### config.mk
export PLATFORM = sky130hd
export DESIGN_NAME = iwu_core
export DESIGN_NICKNAME = d
export VERILOG_FILES = /design/src/iwu_pkg.sv /design/src/iwu_core.sv
export VERILOG_INCLUDE_DIRS = /design/src /design/src/src
export SDC_FILE = /design/constraint.sdc
export NUM_CORES = 1
export LEC_CHECK = 0
export ABC_CLOCK_PERIOD_IN_PS = 3000
export BUFFER_PORTS_ARGS = -buffer_cell sky130_fd_sc_hd__buf_4
export CORE_MARGIN = 2
export CORE_UTILIZATION = 45
export CTS_BUF_LIST = sky130_fd_sc_hd__clkbuf_16
export CTS_CLUSTER_SIZE = 14
export DETAILED_ROUTE_END_ITERATION = 10
export GPL_TIMING_DRIVEN = 0
export PLACE_DENSITY = 0.71
export SETUP_SLACK_MARGIN = 0.3
export SKIP_CTS_REPAIR_TIMING = 1
export SYNTH_ARGS = -nofsm -noshare
export SYNTH_HDL_FRONTEND = slang
export SYNTH_SLANG_ARGS = --single-unit
### constraint.sdc
create_clock -name sys_clk -period 3 [get_ports sys_clk]
set_input_delay 0.3 -clock sys_clk [delete_from_list [all_inputs] [get_ports sys_clk]]
set_output_delay 0.3 -clock sys_clk [all_outputs]
set_load 0.05 [all_outputs]
### src/iwu_defines.svh
// Register offsets, field positions, reset values and vector constants
`ifndef IWU_DEFINES_SVH
`define IWU_DEFINES_SVH

// ****************************************************************
// Register byte addresses
// ****************************************************************
`define IWU_ADR_SENS 8'h00
`define IWU_ADR_PIN_EN 8'h04
`define IWU_ADR_PER_EN 8'h08
`define IWU_ADR_PER_STAT 8'h0c
`define IWU_ADR_PER_ASSOC 8'h10
`define IWU_ADR_STATE 8'h14

// ****************************************************************
// Reset values
// ****************************************************************
`define IWU_RST_SENS 8'h00
`define IWU_RST_PIN_EN 8'h55
`define IWU_RST_PER_EN 6'h00

// ****************************************************************
// Sensitivity codes, two bits per line, line k at bits 2k+1:2k
// ****************************************************************
`define IWU_SENS_FALL_LOW 2'h0
`define IWU_SENS_RISE 2'h1
`define IWU_SENS_FALL 2'h2
`define IWU_SENS_BOTH 2'h3

// ****************************************************************
// Vectors and sources
// ****************************************************************
`define IWU_VEC_RESET 16'hfffe
`define IWU_VEC_TRAP 16'hfffc
`define IWU_VEC_SLOT0 16'hfffa
`define IWU_SRC_TRAP 4'h0
`define IWU_SRC_EXT_FIRST 4'h1
`define IWU_SRC_PER_FIRST 4'h7
`define IWU_SRC_LAST 4'hc
`define IWU_HALT_WAKE_MASK 13'h1a9e

`endif

### src/iwu_pkg.sv
// Types shared by the interrupt and wait unit
package iwu_pkg;

    typedef enum logic [1:0] {
        IWU_RUN = 2'h0,
        IWU_WAIT = 2'h1
    } iwu_state_type;

    typedef struct packed {
        logic instr_end;
        logic trap_exec;
        logic wait_for_interrupt_instruction;
        logic i_bit;
    } iwu_cpu_req_type;

    typedef struct packed {
        logic take;
        logic push_condition_code_register;
        logic set_i;
        logic clr_i;
        logic [3:0] source;
        logic [15:0] vector;
    } iwu_svc_type;

endpackage

### src/iwu_core.sv
// Interrupt controller with external line detection, priority and wait mode
//
// Chosen here: the register addresses and register access over Wishbone.
`timescale 1ns/1ps
`default_nettype none
`include "iwu_defines.svh"

module iwu_core (
    input wire logic sys_clk,
    input wire logic rst,
    input wire logic ce,
    input wire logic wb_cyc_i,
    input wire logic wb_stb_i,
    input wire logic wb_we_i,
    input wire logic [7:0] wb_adr_i,
    input wire logic [3:0] wb_sel_i,
    input wire logic [31:0] wb_dat_i,
    output logic [31:0] wb_dat_o,
    output logic wb_ack_o,
    input wire logic [7:0] ext_pin_i,
    input wire logic [5:0] periph_event_i,
    input wire iwu_pkg::iwu_cpu_req_type cpu_req,
    output iwu_pkg::iwu_svc_type svc,
    output logic cpu_stop,
    output logic halt_wake
);

    // ****************************************************************
    // Register bus
    // ****************************************************************
    logic ack_reg;
    logic [31:0] rdata_reg;
    logic acc;
    logic wr;
    logic rd;
    logic [7:0] sens_reg;
    logic [7:0] pin_en_reg;
    logic [5:0] per_en_reg;
    logic [5:0] per_pend_reg;
    logic [5:0] per_arm_reg;
    logic [3:0] ext_lat_reg;
    iwu_pkg::iwu_state_type state_reg;
    logic [31:0] rdata_next;

    // The access commits in the cycle that ack is shown
    assign acc = wb_cyc_i && wb_stb_i && ack_reg;
    assign wr = acc && wb_we_i && wb_sel_i[0];
    assign rd = acc && !wb_we_i;
    assign wb_ack_o = ack_reg;
    assign wb_dat_o = rdata_reg;

    always_comb begin
        rdata_next = 32'h0;
        case (wb_adr_i)
            `IWU_ADR_SENS: rdata_next[7:0] = sens_reg;
            `IWU_ADR_PIN_EN: rdata_next[7:0] = pin_en_reg;
            `IWU_ADR_PER_EN: rdata_next[5:0] = per_en_reg;
            `IWU_ADR_PER_STAT: rdata_next[5:0] = per_pend_reg;
            `IWU_ADR_STATE: begin
                rdata_next[3:0] = ext_lat_reg;
                rdata_next[4] = (state_reg == iwu_pkg::IWU_WAIT);
                rdata_next[5] = cpu_req.i_bit;
            end
            default: rdata_next = 32'h0;
        endcase
    end

    always_ff @(posedge sys_clk) begin
        if (rst) begin
            ack_reg <= 1'b0;
            rdata_reg <= 32'h0;
        end else if (ce) begin
            ack_reg <= wb_cyc_i && wb_stb_i && !ack_reg;
            if (wb_cyc_i && wb_stb_i && !ack_reg) begin
                rdata_reg <= rdata_next;
            end
        end
    end

    // ****************************************************************
    // Configuration registers
    // ****************************************************************
    always_ff @(posedge sys_clk) begin
        if (rst) begin
            sens_reg <= `IWU_RST_SENS;
        end else if (ce && wr && wb_adr_i == `IWU_ADR_SENS && cpu_req.i_bit) begin
            sens_reg <= wb_dat_i[7:0];
        end
    end

    always_ff @(posedge sys_clk) begin
        if (rst) begin
            pin_en_reg <= `IWU_RST_PIN_EN;
            per_en_reg <= `IWU_RST_PER_EN;
        end else if (ce && wr) begin
            if (wb_adr_i == `IWU_ADR_PIN_EN) begin
                pin_en_reg <= wb_dat_i[7:0];
            end
            if (wb_adr_i == `IWU_ADR_PER_EN) begin
                per_en_reg <= wb_dat_i[5:0];
            end
        end
    end

    // ****************************************************************
    // External lines
    // ****************************************************************
    logic [7:0] sync1_reg;
    logic [7:0] sync2_reg;
    logic [3:0] line_lvl;
    logic [3:0] line_prev_reg;
    logic [3:0] edge_hit;
    logic [3:0] ext_req;
    logic [3:0] ext_clr;

    always_ff @(posedge sys_clk) begin
        if (rst) begin
            sync1_reg <= 8'hff;
            sync2_reg <= 8'hff;
            line_prev_reg <= 4'hf;
        end else if (ce) begin
            sync1_reg <= ext_pin_i;
            sync2_reg <= sync1_reg;
            line_prev_reg <= line_lvl;
        end
    end

    genvar gi;
    generate
        for (gi = 0; gi < 4; gi++) begin : g_line
            logic [1:0] mode;
            logic [1:0] pins;
            logic rise;
            logic fall;
            assign pins = sync2_reg[2*gi+1:2*gi] | ~pin_en_reg[2*gi+1:2*gi];
            // NAND of enabled pins seen through an inverting detector input
            assign line_lvl[gi] = ~(~&pins);
            assign mode = sens_reg[2*gi+1:2*gi];
            assign rise = line_lvl[gi] && !line_prev_reg[gi];
            assign fall = !line_lvl[gi] && line_prev_reg[gi];
            always_comb begin
                case (mode)
                    `IWU_SENS_FALL_LOW: edge_hit[gi] = fall;
                    `IWU_SENS_RISE: edge_hit[gi] = rise;
                    `IWU_SENS_FALL: edge_hit[gi] = fall;
                    `IWU_SENS_BOTH: edge_hit[gi] = rise || fall;
                    default: edge_hit[gi] = 1'b0;
                endcase
            end
            assign ext_req[gi] = ext_lat_reg[gi] ||
                (mode == `IWU_SENS_FALL_LOW && !line_lvl[gi]);
        end
    endgenerate

    // ****************************************************************
    // Arbitration
    // ****************************************************************
    logic [12:0] req_vec;
    logic win_any;
    logic [3:0] win_idx;
    logic take_now;
    logic take_trap;
    logic go_wait;
    logic [3:0] take_src;

    assign req_vec = {per_pend_reg & per_en_reg, 2'b00, ext_req, 1'b0};

    always_comb begin
        win_any = 1'b0;
        win_idx = 4'h0;
        for (int k = 12; k >= 1; k--) begin
            if (req_vec[k]) begin
                win_any = 1'b1;
                win_idx = 4'(k);
            end
        end
    end

    assign take_trap = state_reg == iwu_pkg::IWU_RUN && cpu_req.instr_end &&
        cpu_req.trap_exec;
    assign take_now = take_trap ||
        (state_reg == iwu_pkg::IWU_RUN && cpu_req.instr_end && win_any &&
        !cpu_req.i_bit) ||
        (state_reg == iwu_pkg::IWU_WAIT && win_any);
    assign take_src = take_trap ? `IWU_SRC_TRAP : win_idx;
    assign go_wait = state_reg == iwu_pkg::IWU_RUN && cpu_req.instr_end &&
        cpu_req.wait_for_interrupt_instruction && !take_now;

    always_comb begin
        for (int k = 0; k < 4; k++) begin
            ext_clr[k] = take_now && take_src == `IWU_SRC_EXT_FIRST + 4'(k);
        end
    end

    always_ff @(posedge sys_clk) begin
        if (rst) begin
            ext_lat_reg <= 4'h0;
        end else if (ce) begin
            // A new edge in the entry cycle stays latched
            ext_lat_reg <= (ext_lat_reg & ~ext_clr) | edge_hit;
        end
    end

    // ****************************************************************
    // Peripheral pending flags
    // ****************************************************************
    logic [5:0] per_clr;

    always_comb begin
        per_clr = 6'h00;
        if (wr && wb_adr_i == `IWU_ADR_PER_STAT) begin
            per_clr = ~wb_dat_i[5:0];
        end else if (acc && wb_adr_i == `IWU_ADR_PER_ASSOC) begin
            per_clr = per_arm_reg;
        end
    end

    always_ff @(posedge sys_clk) begin
        if (rst) begin
            per_pend_reg <= 6'h00;
        end else if (ce) begin
            // Held until cleared whatever the mask and enables say
            per_pend_reg <= (per_pend_reg & ~per_clr) | periph_event_i;
        end
    end

    always_ff @(posedge sys_clk) begin
        if (rst) begin
            per_arm_reg <= 6'h00;
        end else if (ce) begin
            if (rd && wb_adr_i == `IWU_ADR_PER_STAT) begin
                per_arm_reg <= per_pend_reg;
            end else if (acc && wb_adr_i == `IWU_ADR_PER_ASSOC) begin
                per_arm_reg <= 6'h00;
            end
        end
    end

    // ****************************************************************
    // Service entry and wait mode
    // ****************************************************************
    always_ff @(posedge sys_clk) begin
        if (rst) begin
            state_reg <= iwu_pkg::IWU_RUN;
        end else if (ce) begin
            case (state_reg)
                iwu_pkg::IWU_RUN: begin
                    if (go_wait) begin
                        state_reg <= iwu_pkg::IWU_WAIT;
                    end
                end
                iwu_pkg::IWU_WAIT: begin
                    if (win_any) begin
                        state_reg <= iwu_pkg::IWU_RUN;
                    end
                end
                default: state_reg <= iwu_pkg::IWU_RUN;
            endcase
        end
    end

    always_ff @(posedge sys_clk) begin
        if (rst) begin
            svc <= '0;
        end else if (ce) begin
            svc.take <= take_now;
            svc.push_condition_code_register <= take_now;
            svc.set_i <= take_now;
            svc.clr_i <= go_wait;
            if (take_now) begin
                svc.source <= take_src;
                // Slot zero is unused, so numbered sources count down from below the trap
                svc.vector <= (take_src == `IWU_SRC_TRAP) ? `IWU_VEC_TRAP :
                    `IWU_VEC_SLOT0 - {11'h0, take_src, 1'b0};
            end
        end
    end

    assign cpu_stop = state_reg == iwu_pkg::IWU_WAIT;

    always_ff @(posedge sys_clk) begin
        if (rst) begin
            halt_wake <= 1'b0;
        end else if (ce) begin
            halt_wake <= |(req_vec & `IWU_HALT_WAKE_MASK);
        end
    end
endmodule

`default_nettype wire

[Yosys cells after proc, flatten, opt, wreduce, memory -nomap -nowiden]
Index checks and enable logic that the tools add are counted.
Word-level totals
  flip-flop bits (word level): 92
  latch bits: 0
  RAM bits: 0
  memory bits (read-only): 0
  output and inout port bits: 59
  logic and storage cells: 173
  memories kept: 0
Operators by class
  add/sub/neg operators: 1
  multipliers: 0
  divide/modulo/power cells: 0
  magnitude comparators: 0
  equality and inequality tests: 24
  shift operators: 0
  mux-type cells: 35
  bitwise gates (word level): 16
  reductions and logical operators: 80
Operators with widths (count)
  two-way mux 4 bit: 11
  logical AND 1 bit: 35
  case mux 6 bit (5 select lines): 1
  two-way mux 6 bit: 4
  AND reduction 2 bit: 9
  equality test 2 bit, second input constant: 8
  equality test 8 x 4 -> 1 bit, second input constant: 2
  equality test 8 x 5 -> 1 bit, second input constant: 2
  two-way mux 16 bit: 1
  AND 6 bit: 2
  zero test 1 bit: 12
  inverter 6 bit: 2
  case mux 1 bit (3 select lines): 4
  equality test 2 x 1 -> 1 bit, second input constant: 5
  zero test 2 bit: 5
  logical OR 1 bit: 10
  two-way mux 1 bit: 10
  equality test 4 x 2 -> 1 bit, second input constant: 2
  equality test 8 x 3 -> 1 bit, second input constant: 1
  zero test 8 bit: 1
  inverter 2 bit: 4
  OR 2 bit: 4
  case mux 2 bit (2 select lines): 2
  OR reduction 2 bit: 4
  other kinds (14): 15

[Depth between registers and ports, before layout]
Gate-level depths: netlist (run 1).
  depth after elaboration: 19
  gate-level depth with buffers: 8
  gate-level depth less buffers: 8

[Worst setup path before layout (run 1)]
OpenSTA, ideal clock, no wires.
  kind: register to register
  start: register ack_reg (netlist: wb_ack_o)
  end: register pin_en_reg[0]
  setup time: 117 ps
  data arrival time: 1985 ps
  required time: 2883 ps
  slack: 898 ps
  cell stages (with the launch flop): 8
  path buffers: 1
  clock period less this slack: 2102 ps
  path through: dfxtp_1 and3_1 nand2_1 nor2_1 nand4b_1 clkbuf_1 mux2i_1 nand2b_1
On the way
  word-level cells in the longest chain between the ends: 5
Ends and longest elaborated chain
  start: declaration: RTL line iwu_core.sv:31  | logic ack_reg;
  start signal: assignment: RTL line iwu_core.sv:73  | ack_reg <= wb_cyc_i && wb_stb_i && !ack_reg;
  logical AND 1 bit: RTL line iwu_core.sv:46  | assign acc = wb_cyc_i && wb_stb_i && ack_reg;
  logical AND 1 bit (2 in a row): RTL line iwu_core.sv:47  | assign wr = acc && wb_we_i && wb_sel_i[0];
  logical AND 1 bit: RTL line iwu_core.sv:95  | end else if (ce && wr) begin
  AND reduction 2 bit (no source line)
  end signal: assignment: RTL line iwu_core.sv:93  | pin_en_reg <= `IWU_RST_PIN_EN;
  end signal: assignment: RTL line iwu_core.sv:97  | pin_en_reg <= wb_dat_i[7:0];
  end: declaration: RTL line iwu_core.sv:37  | logic [7:0] pin_en_reg;
Every way passes these cells.
A chain may end at the register's enable or synchronous reset.

[Worst setup path after layout (run 1)]
  start: register per_pend_reg[1]
  end: register ext_lat_reg[0]
On the way
  word-level cells in the longest chain between the ends: 15
Ends and longest elaborated chain
  start: declaration: RTL line iwu_core.sv:39  | logic [5:0] per_pend_reg;
  start signal: assignment: RTL line iwu_core.sv:223  | per_pend_reg <= (per_pend_reg & ~per_clr) | periph_event_i;
  AND 6 bit *: RTL line iwu_core.sv:166  | assign req_vec = {per_pend_reg & per_en_reg, 2'b00, ext_req, 1'b0};
  parallel branches: the longest is 10 deep, another holds two-way mux 4 bit
  logical AND 1 bit *: RTL line iwu_core.sv:191  | ext_clr[k] = take_now && take_src == `IWU_SRC_EXT_FIRST + 4'(k);
  inverter 4 bit *: RTL line iwu_core.sv:200  | ext_lat_reg <= (ext_lat_reg & ~ext_clr) | edge_hit;
  AND 4 bit *: RTL line iwu_core.sv:200
  OR 4 bit *: RTL line iwu_core.sv:200
  end signal: assignment: RTL line iwu_core.sv:200
  end: declaration: RTL line iwu_core.sv:41  | logic [3:0] ext_lat_reg;
Mark *: on every way between the ends.

==> metrics.txt, run 1 <==
critical path data required time=3200 ps; initial antenna violation count=0; Buffers on Ports=72; Synth area leaders=dfxtp_1 39%, buf_4 6.7%, mux2i_1 6.0%; number of synthesized flops with an enable pin=0; Core Rows=35; grt ovf=0; latest clock arrival within the worst-skew pair=340 ps; status=completed; Synth-to-Final Area Change=26.8%; dpl ws=559 ps; Avg Synthesized Cell Area=8.76 um^2; Synth Instances=476; Biggest register=svc; Routed WL=11100 um; first-pass GRT wire length=17800 um; Slew Viols, Final=0; largest area contributor in the netlist=dfxtp_1; Compound-Gate Fraction of Synth Area=22.2%; register bit count reported by yosys=81; WHS Path Cells=2; largest net degree at the start of global routing=16; Final Hold Slack=163 ps; maxcap violations=0; WP data arrival=2450 ps; GPL Wtd Cong=0.933; crit path kind=reg2reg; htree depth=3; Detailed Route Iter0 Violations=262; clk root buf=clkbuf_16; Setup TNS=0 ps; vias per cell=5.39; Yosys top cell area share=38.9%; # IOs=127; Final WS setup=755 ps; Final nets=660; Synth Area in Simple Gates=18.5%; CTS Buf Count=9; Worst setup SP type=flop; Seq/Total Area, Yosys=38.9%; DIE WIDTH=100 um; XOR/XNOR Fraction of Synth Area=0.210%; vias post-DR=3769; Slew HR=45.3%; r2r worst-path depth=7; Ys Warns=0; Die ar.=10100 um^2; TritonRoute pass-1 iters=6; Pwr Density=557 nW/um^2; Worst setup EP type=flop; post-synthesis adder-cell area fraction=2.70%; residual DRC count=0; Critical-path top delay cell=dfxtp_1; endpoints failing hold=0; fin crit share=74.8%; critical-path cell list=a22oi_1 -> nand3_1 -> a221o_1 -> a221o_1 -> or3_1 -> a22oi_1 -> nor2_1; CTS max path bufs=2; post-synth cell types=56; Final setup viols=0; Cell Count Post-Placement=683; worst vdd ir=0.416 mV; fillers=849; most frequent cell after synthesis=dfxtp_1; Commonest cells post-synth=81 x dfxtp_1, 60 x nor2_1, 37 x buf_4; largest family of logic cells by synthesized area=compound AO/OA/AOI/OAI gates; layout cell share with drive strength beyond 1=25.3%; mapped cell area=4170 um^2; mux cell area share after synthesis=6.54%; CTS tree=done; drt wl/cell=15.8 um; post-route antenna net violation count=0; R2R Setup Slk=760 ps; Worst Path Max Fanout=6; setup repair after global routing missed its margin=false; vias in the first global route=3538; # clock sinks=81; Die H=100 um; max reg flops=12; Layout Cells excl Fill=699; Final Core Density=58.1%; gr usage total=22.5%; Synth Flop Type=dfxtp_1; total power=2.95 mW; P_leak=2.41 nW; worst min-delay path category=in2reg; n_diodes=0; worst-margin pin slew=819 ps; Post-DP HPWL=8380 um; Core ar.=9110 um^2; DP Area=4940 um^2; crit-path max cell delay=390 ps; min Tclk post-route=2240 ps; cell area after layout=5290 um^2; Initial Utilization=45.8%; clk slew on worst S/H paths=60 ps; Async SR Flop Fraction=0%; Clock Skew=6.34 ps; fmax=446 MHz
power breakdown:
part / switching (mW) / internal (mW)
clock network: 0.454 / 0.821
registers: 0.0373 / 1.12
logic: 0.327 / 0.190
total: 0.818 / 2.13
cells in the final DEF (no fill, tap or decap), types with 9 or more instances in the layout:
cell type  netlist  final
buf_4           37    109
dfxtp_1         81     81
nor2_1          60     60
nand2_1         31     31
mux2i_1         25     25
conb_1           1     25
a21oi_1         21     21
a211o_1         20     20
inv_1           19     19
clkbuf_1        18     18
nor2b_1         15     15
a22oi_1         15     15
nand3_1         14     14
o21ai_0         11     11
nand2b_1        10     10
ha_1             9      9
clkbuf_16        0      9
final timing paths:
| path | start | end |
|---|---|---|
| setup / recovery | per_pend_reg[1] | ext_lat_reg[0] |
| setup reg to reg | per_pend_reg[1] | ext_lat_reg[0] |
| hold / removal | ext_pin_i[7] | sync1_reg[7] |
| hold reg to reg | sync1_reg[2] | sync2_reg[2] |
cells by family after synthesis:
| group | Yosys count |
|---|---|
| AO/OA/AOI/OAI | 119 |
| XOR/XNOR | 1 |
| adder cells (fa/ha/maj) | 9 |
| buffers and inverters | 81 |
| flip-flops | 81 |
| multiplexers | 27 |
| other | 1 |
| AND/OR/NAND/NOR | 157 |
routing by layer:
metal  GRT usage [%]  vias up  wire length, um
li1                -     1850                -
met2            37.6      162             5260
met1            29.3     1741             4910
met3            4.18       16              713
met4            7.90        0              178
met5               0        -                0
area by class of cell:
type	count	area (um^2)	area share, %
clock buffer	9	225	4.26
sequential	81	1620	30.6
timing repair buffer	72	541	10.2
buffer	60	374	7.07
clock inverter	7	125	2.36
inverter	21	78.8	1.49
multi-input combinational	338	2190	41.3
tap	111	139	2.62
worst max-delay path, delay by kind of cell, from the launching register on:
family          cells  cell delay (ps)
compound gates      4             1160
simple gates        3              560
flops               1              390
Note: power is estimated with default switching activity, not from simulation.
==> run 2, diff against run 1 <==
--- a/config.mk
+++ b/config.mk
@@ -6,7 +6,7 @@
 export SDC_FILE = /design/constraint.sdc
 export NUM_CORES = 1
 export LEC_CHECK = 0
-export ABC_CLOCK_PERIOD_IN_PS = 3000
+export ABC_CLOCK_PERIOD_IN_PS = 2000
 export BUFFER_PORTS_ARGS = -buffer_cell sky130_fd_sc_hd__buf_4
 export CORE_MARGIN = 2
 export CORE_UTILIZATION = 45
@@ -14,7 +14,7 @@
 export CTS_CLUSTER_SIZE = 14
 export DETAILED_ROUTE_END_ITERATION = 10
 export GPL_TIMING_DRIVEN = 0
-export PLACE_DENSITY = 0.71
+export PLACE_DENSITY = 0.74
 export SETUP_SLACK_MARGIN = 0.3
 export SKIP_CTS_REPAIR_TIMING = 1
 export SYNTH_ARGS = -nofsm -noshare
==> constraint.sdc (replaced) <==
create_clock -name sys_clk -period 2 [get_ports sys_clk]
set_input_delay 0.2 -clock sys_clk [delete_from_list [all_inputs] [get_ports sys_clk]]
set_output_delay 0.2 -clock sys_clk [all_outputs]
set_load 0.05 [all_outputs]
==> metrics.txt, run 2 (synthesis results as in run 1) <==
min Tclk post-route=2120 ps (-120 ps); dpl ws=-165 ps (-724 ps); net switching power=1.27 mW (+56%); DIE WIDTH=100 um (unchanged); combinational power share=21.0% (+3.5 points); CTS tree=done; most common cell after layout, fill and taps aside=buf_4; setup repair after global routing missed its margin=true; Core ar.=9110 um^2 (unchanged); Clock Skew=9.21 ps (+2.88 ps); Detailed Route Iter0 Violations=299 (+14%); CP Buf/Inv Count=0 (unchanged); Slew HR=51.2% (+5.9 points); latest clock arrival within the worst-skew pair=340 ps (about the same); vias per cell=5.47 (+1.4%); htree depth=3 (unchanged); sw frac=30.9% (+3.1 points); Final nets=674 (+2.1%); Die H=100 um (unchanged); # IOs=127 (unchanged); GPL Wtd Cong=0.952 (+2.1%); initial antenna violation count=0 (unchanged); worst-margin pin slew=732 ps (-87.2 ps); post-route antenna net violation count=0 (unchanged); vias post-DR=3898 (+3.4%); worst min-delay path category=in2reg; vias in the first global route=3448 (-2.5%); crit path kind=reg2reg; Die ar.=10100 um^2 (unchanged); crit-path max cell delay=420 ps (+30 ps); TritonRoute pass-1 iters=5 (-1); Final setup viols=2 (+2); max reg flops=12 (unchanged); Synth-to-Final Area Change=37.2%; Post-DP HPWL=8390 um (+0.18%); Final Hold Slack=66.2 ps (-97.0 ps); clk root buf=clkbuf_16; CTS max path bufs=2 (unchanged); first-pass GRT wire length=17500 um (-1.6%); critical path data required time=2210 ps (-990 ps); Routed WL=11800 um (+6.6%); Seq pwr share=42.1% (+2.9 points); CTS Buf Count=9 (unchanged); WP data arrival=2340 ps (-110 ps); endpoints failing hold=0 (unchanged); failing checks=setup timing; drt wl/cell=16.5 um (+4.5%); fmax=471 MHz (+5.7%); grt ovf=0 (unchanged); CP top delay family=compound AO/OA/AOI/OAI gates; clk slew on worst S/H paths=70 ps (about the same); P_leak=2.55 nW (+5.9%); maxcap violations=0 (unchanged); largest net degree at the start of global routing=15 (-1); n_diodes=0 (unchanged); fin crit share=106% (+31 points); Buffers on Ports=72 (unchanged); worst vdd ir=0.442 mV (+6.1%); power share of the clock group=36.8% (-6.5 points); fillers=773 (-9.0%); residual DRC count=0 (unchanged); Biggest register=svc; status=finished with violations; Core Rows=35 (unchanged); Final WS setup=-124 ps (-880 ps); Critical-path top delay cell=a221o_1; Worst Path Max Fanout=6 (unchanged); Initial Utilization=45.8% (unchanged); Worst setup SP type=flop; # clock sinks=81 (unchanged); Internal=2.85 mW (+34%); Worst setup EP type=flop; critical-path cell list=a22oi_2 -> nand3_1 -> a221o_1 -> a221o_1 -> or3_4 -> a22oi_2 -> nor2_1; Pwr Density=721 nW/um^2 (+29%); most frequent cells in the layout=118 x buf_4, 66 x dfxtp_1, 57 x nor2_1; Slew Viols, Final=0 (unchanged); layout cell share with drive strength beyond 1=36.7% (+11 points); gr usage total=22.5% (-0.031 points)
==> run 2: cell count changes in the layout (fill, tap and decap cells not counted), sizes merged <==
cell	delta
clkinv	+3
clkbuf	+2
buf	+12
bufinv	-3
==> run 2: area by class of cell <==
cell class | instances | area [um^2] | area share (%)
multi-input cells | 338 | 2520 | 44.0
flip-flops and latches | 81 | 1650 | 28.8
repair buffers | 86 | 678 | 11.8
plain buffers | 60 | 388 | 6.78
clock buffers | 9 | 225 | 3.93
well taps | 111 | 139 | 2.43
inverters | 21 | 78.8 | 1.38
clock inverters | 7 | 47.5 | 0.831
==> run 2: final timing paths <==
check	cells past startpoint	startpoint	endpoint	slack, ps
worst min register to register	1	sync1_reg[5]	sync2_reg[5]	460
worst max register to register	7	per_pend_reg[1]	ext_lat_reg[0]	-120
worst min-delay path	2	ext_pin_i[4]	sync1_reg[4]	70
worst max-delay path	7	per_pend_reg[1]	ext_lat_reg[0]	-120
==> run 2: through the flow <==
stage	setup TNS (ps)	std cells	power [mW]	instance area (um^2)	utilization (%)
floorplan	0	500	2.33	4350	-
global placement	-1740	683	2.54	5030	55.3
detailed placement	-2070	683	2.55	5030	55.3
CTS	-292	699	4.05	5310	58.3
global route	-482	713	4.30	5720	62.8
finish	-137	713	4.13	5720	62.8
==> run 2: power groups by stage <==
stage	sequential, mW	clock, mW	combinational, mW
3_3_place_gp	1.77	0	0.772
5_1_grt	1.75	1.63	0.921
3_5_place_dp	1.77	0	0.784
2_1_floorplan	1.83	0	0.498
6_report	1.74	1.52	0.867
4_1_cts	1.73	1.53	0.788
==> run 2: per-layer routing <==
metal	vias to the layer above	GRT usage [%]	wire, um
li1	1878	-	-
met1	1816	29.4	5040
met2	171	36.3	5540
met3	33	4.67	931
met4	0	9.27	281
met5	-	0	0
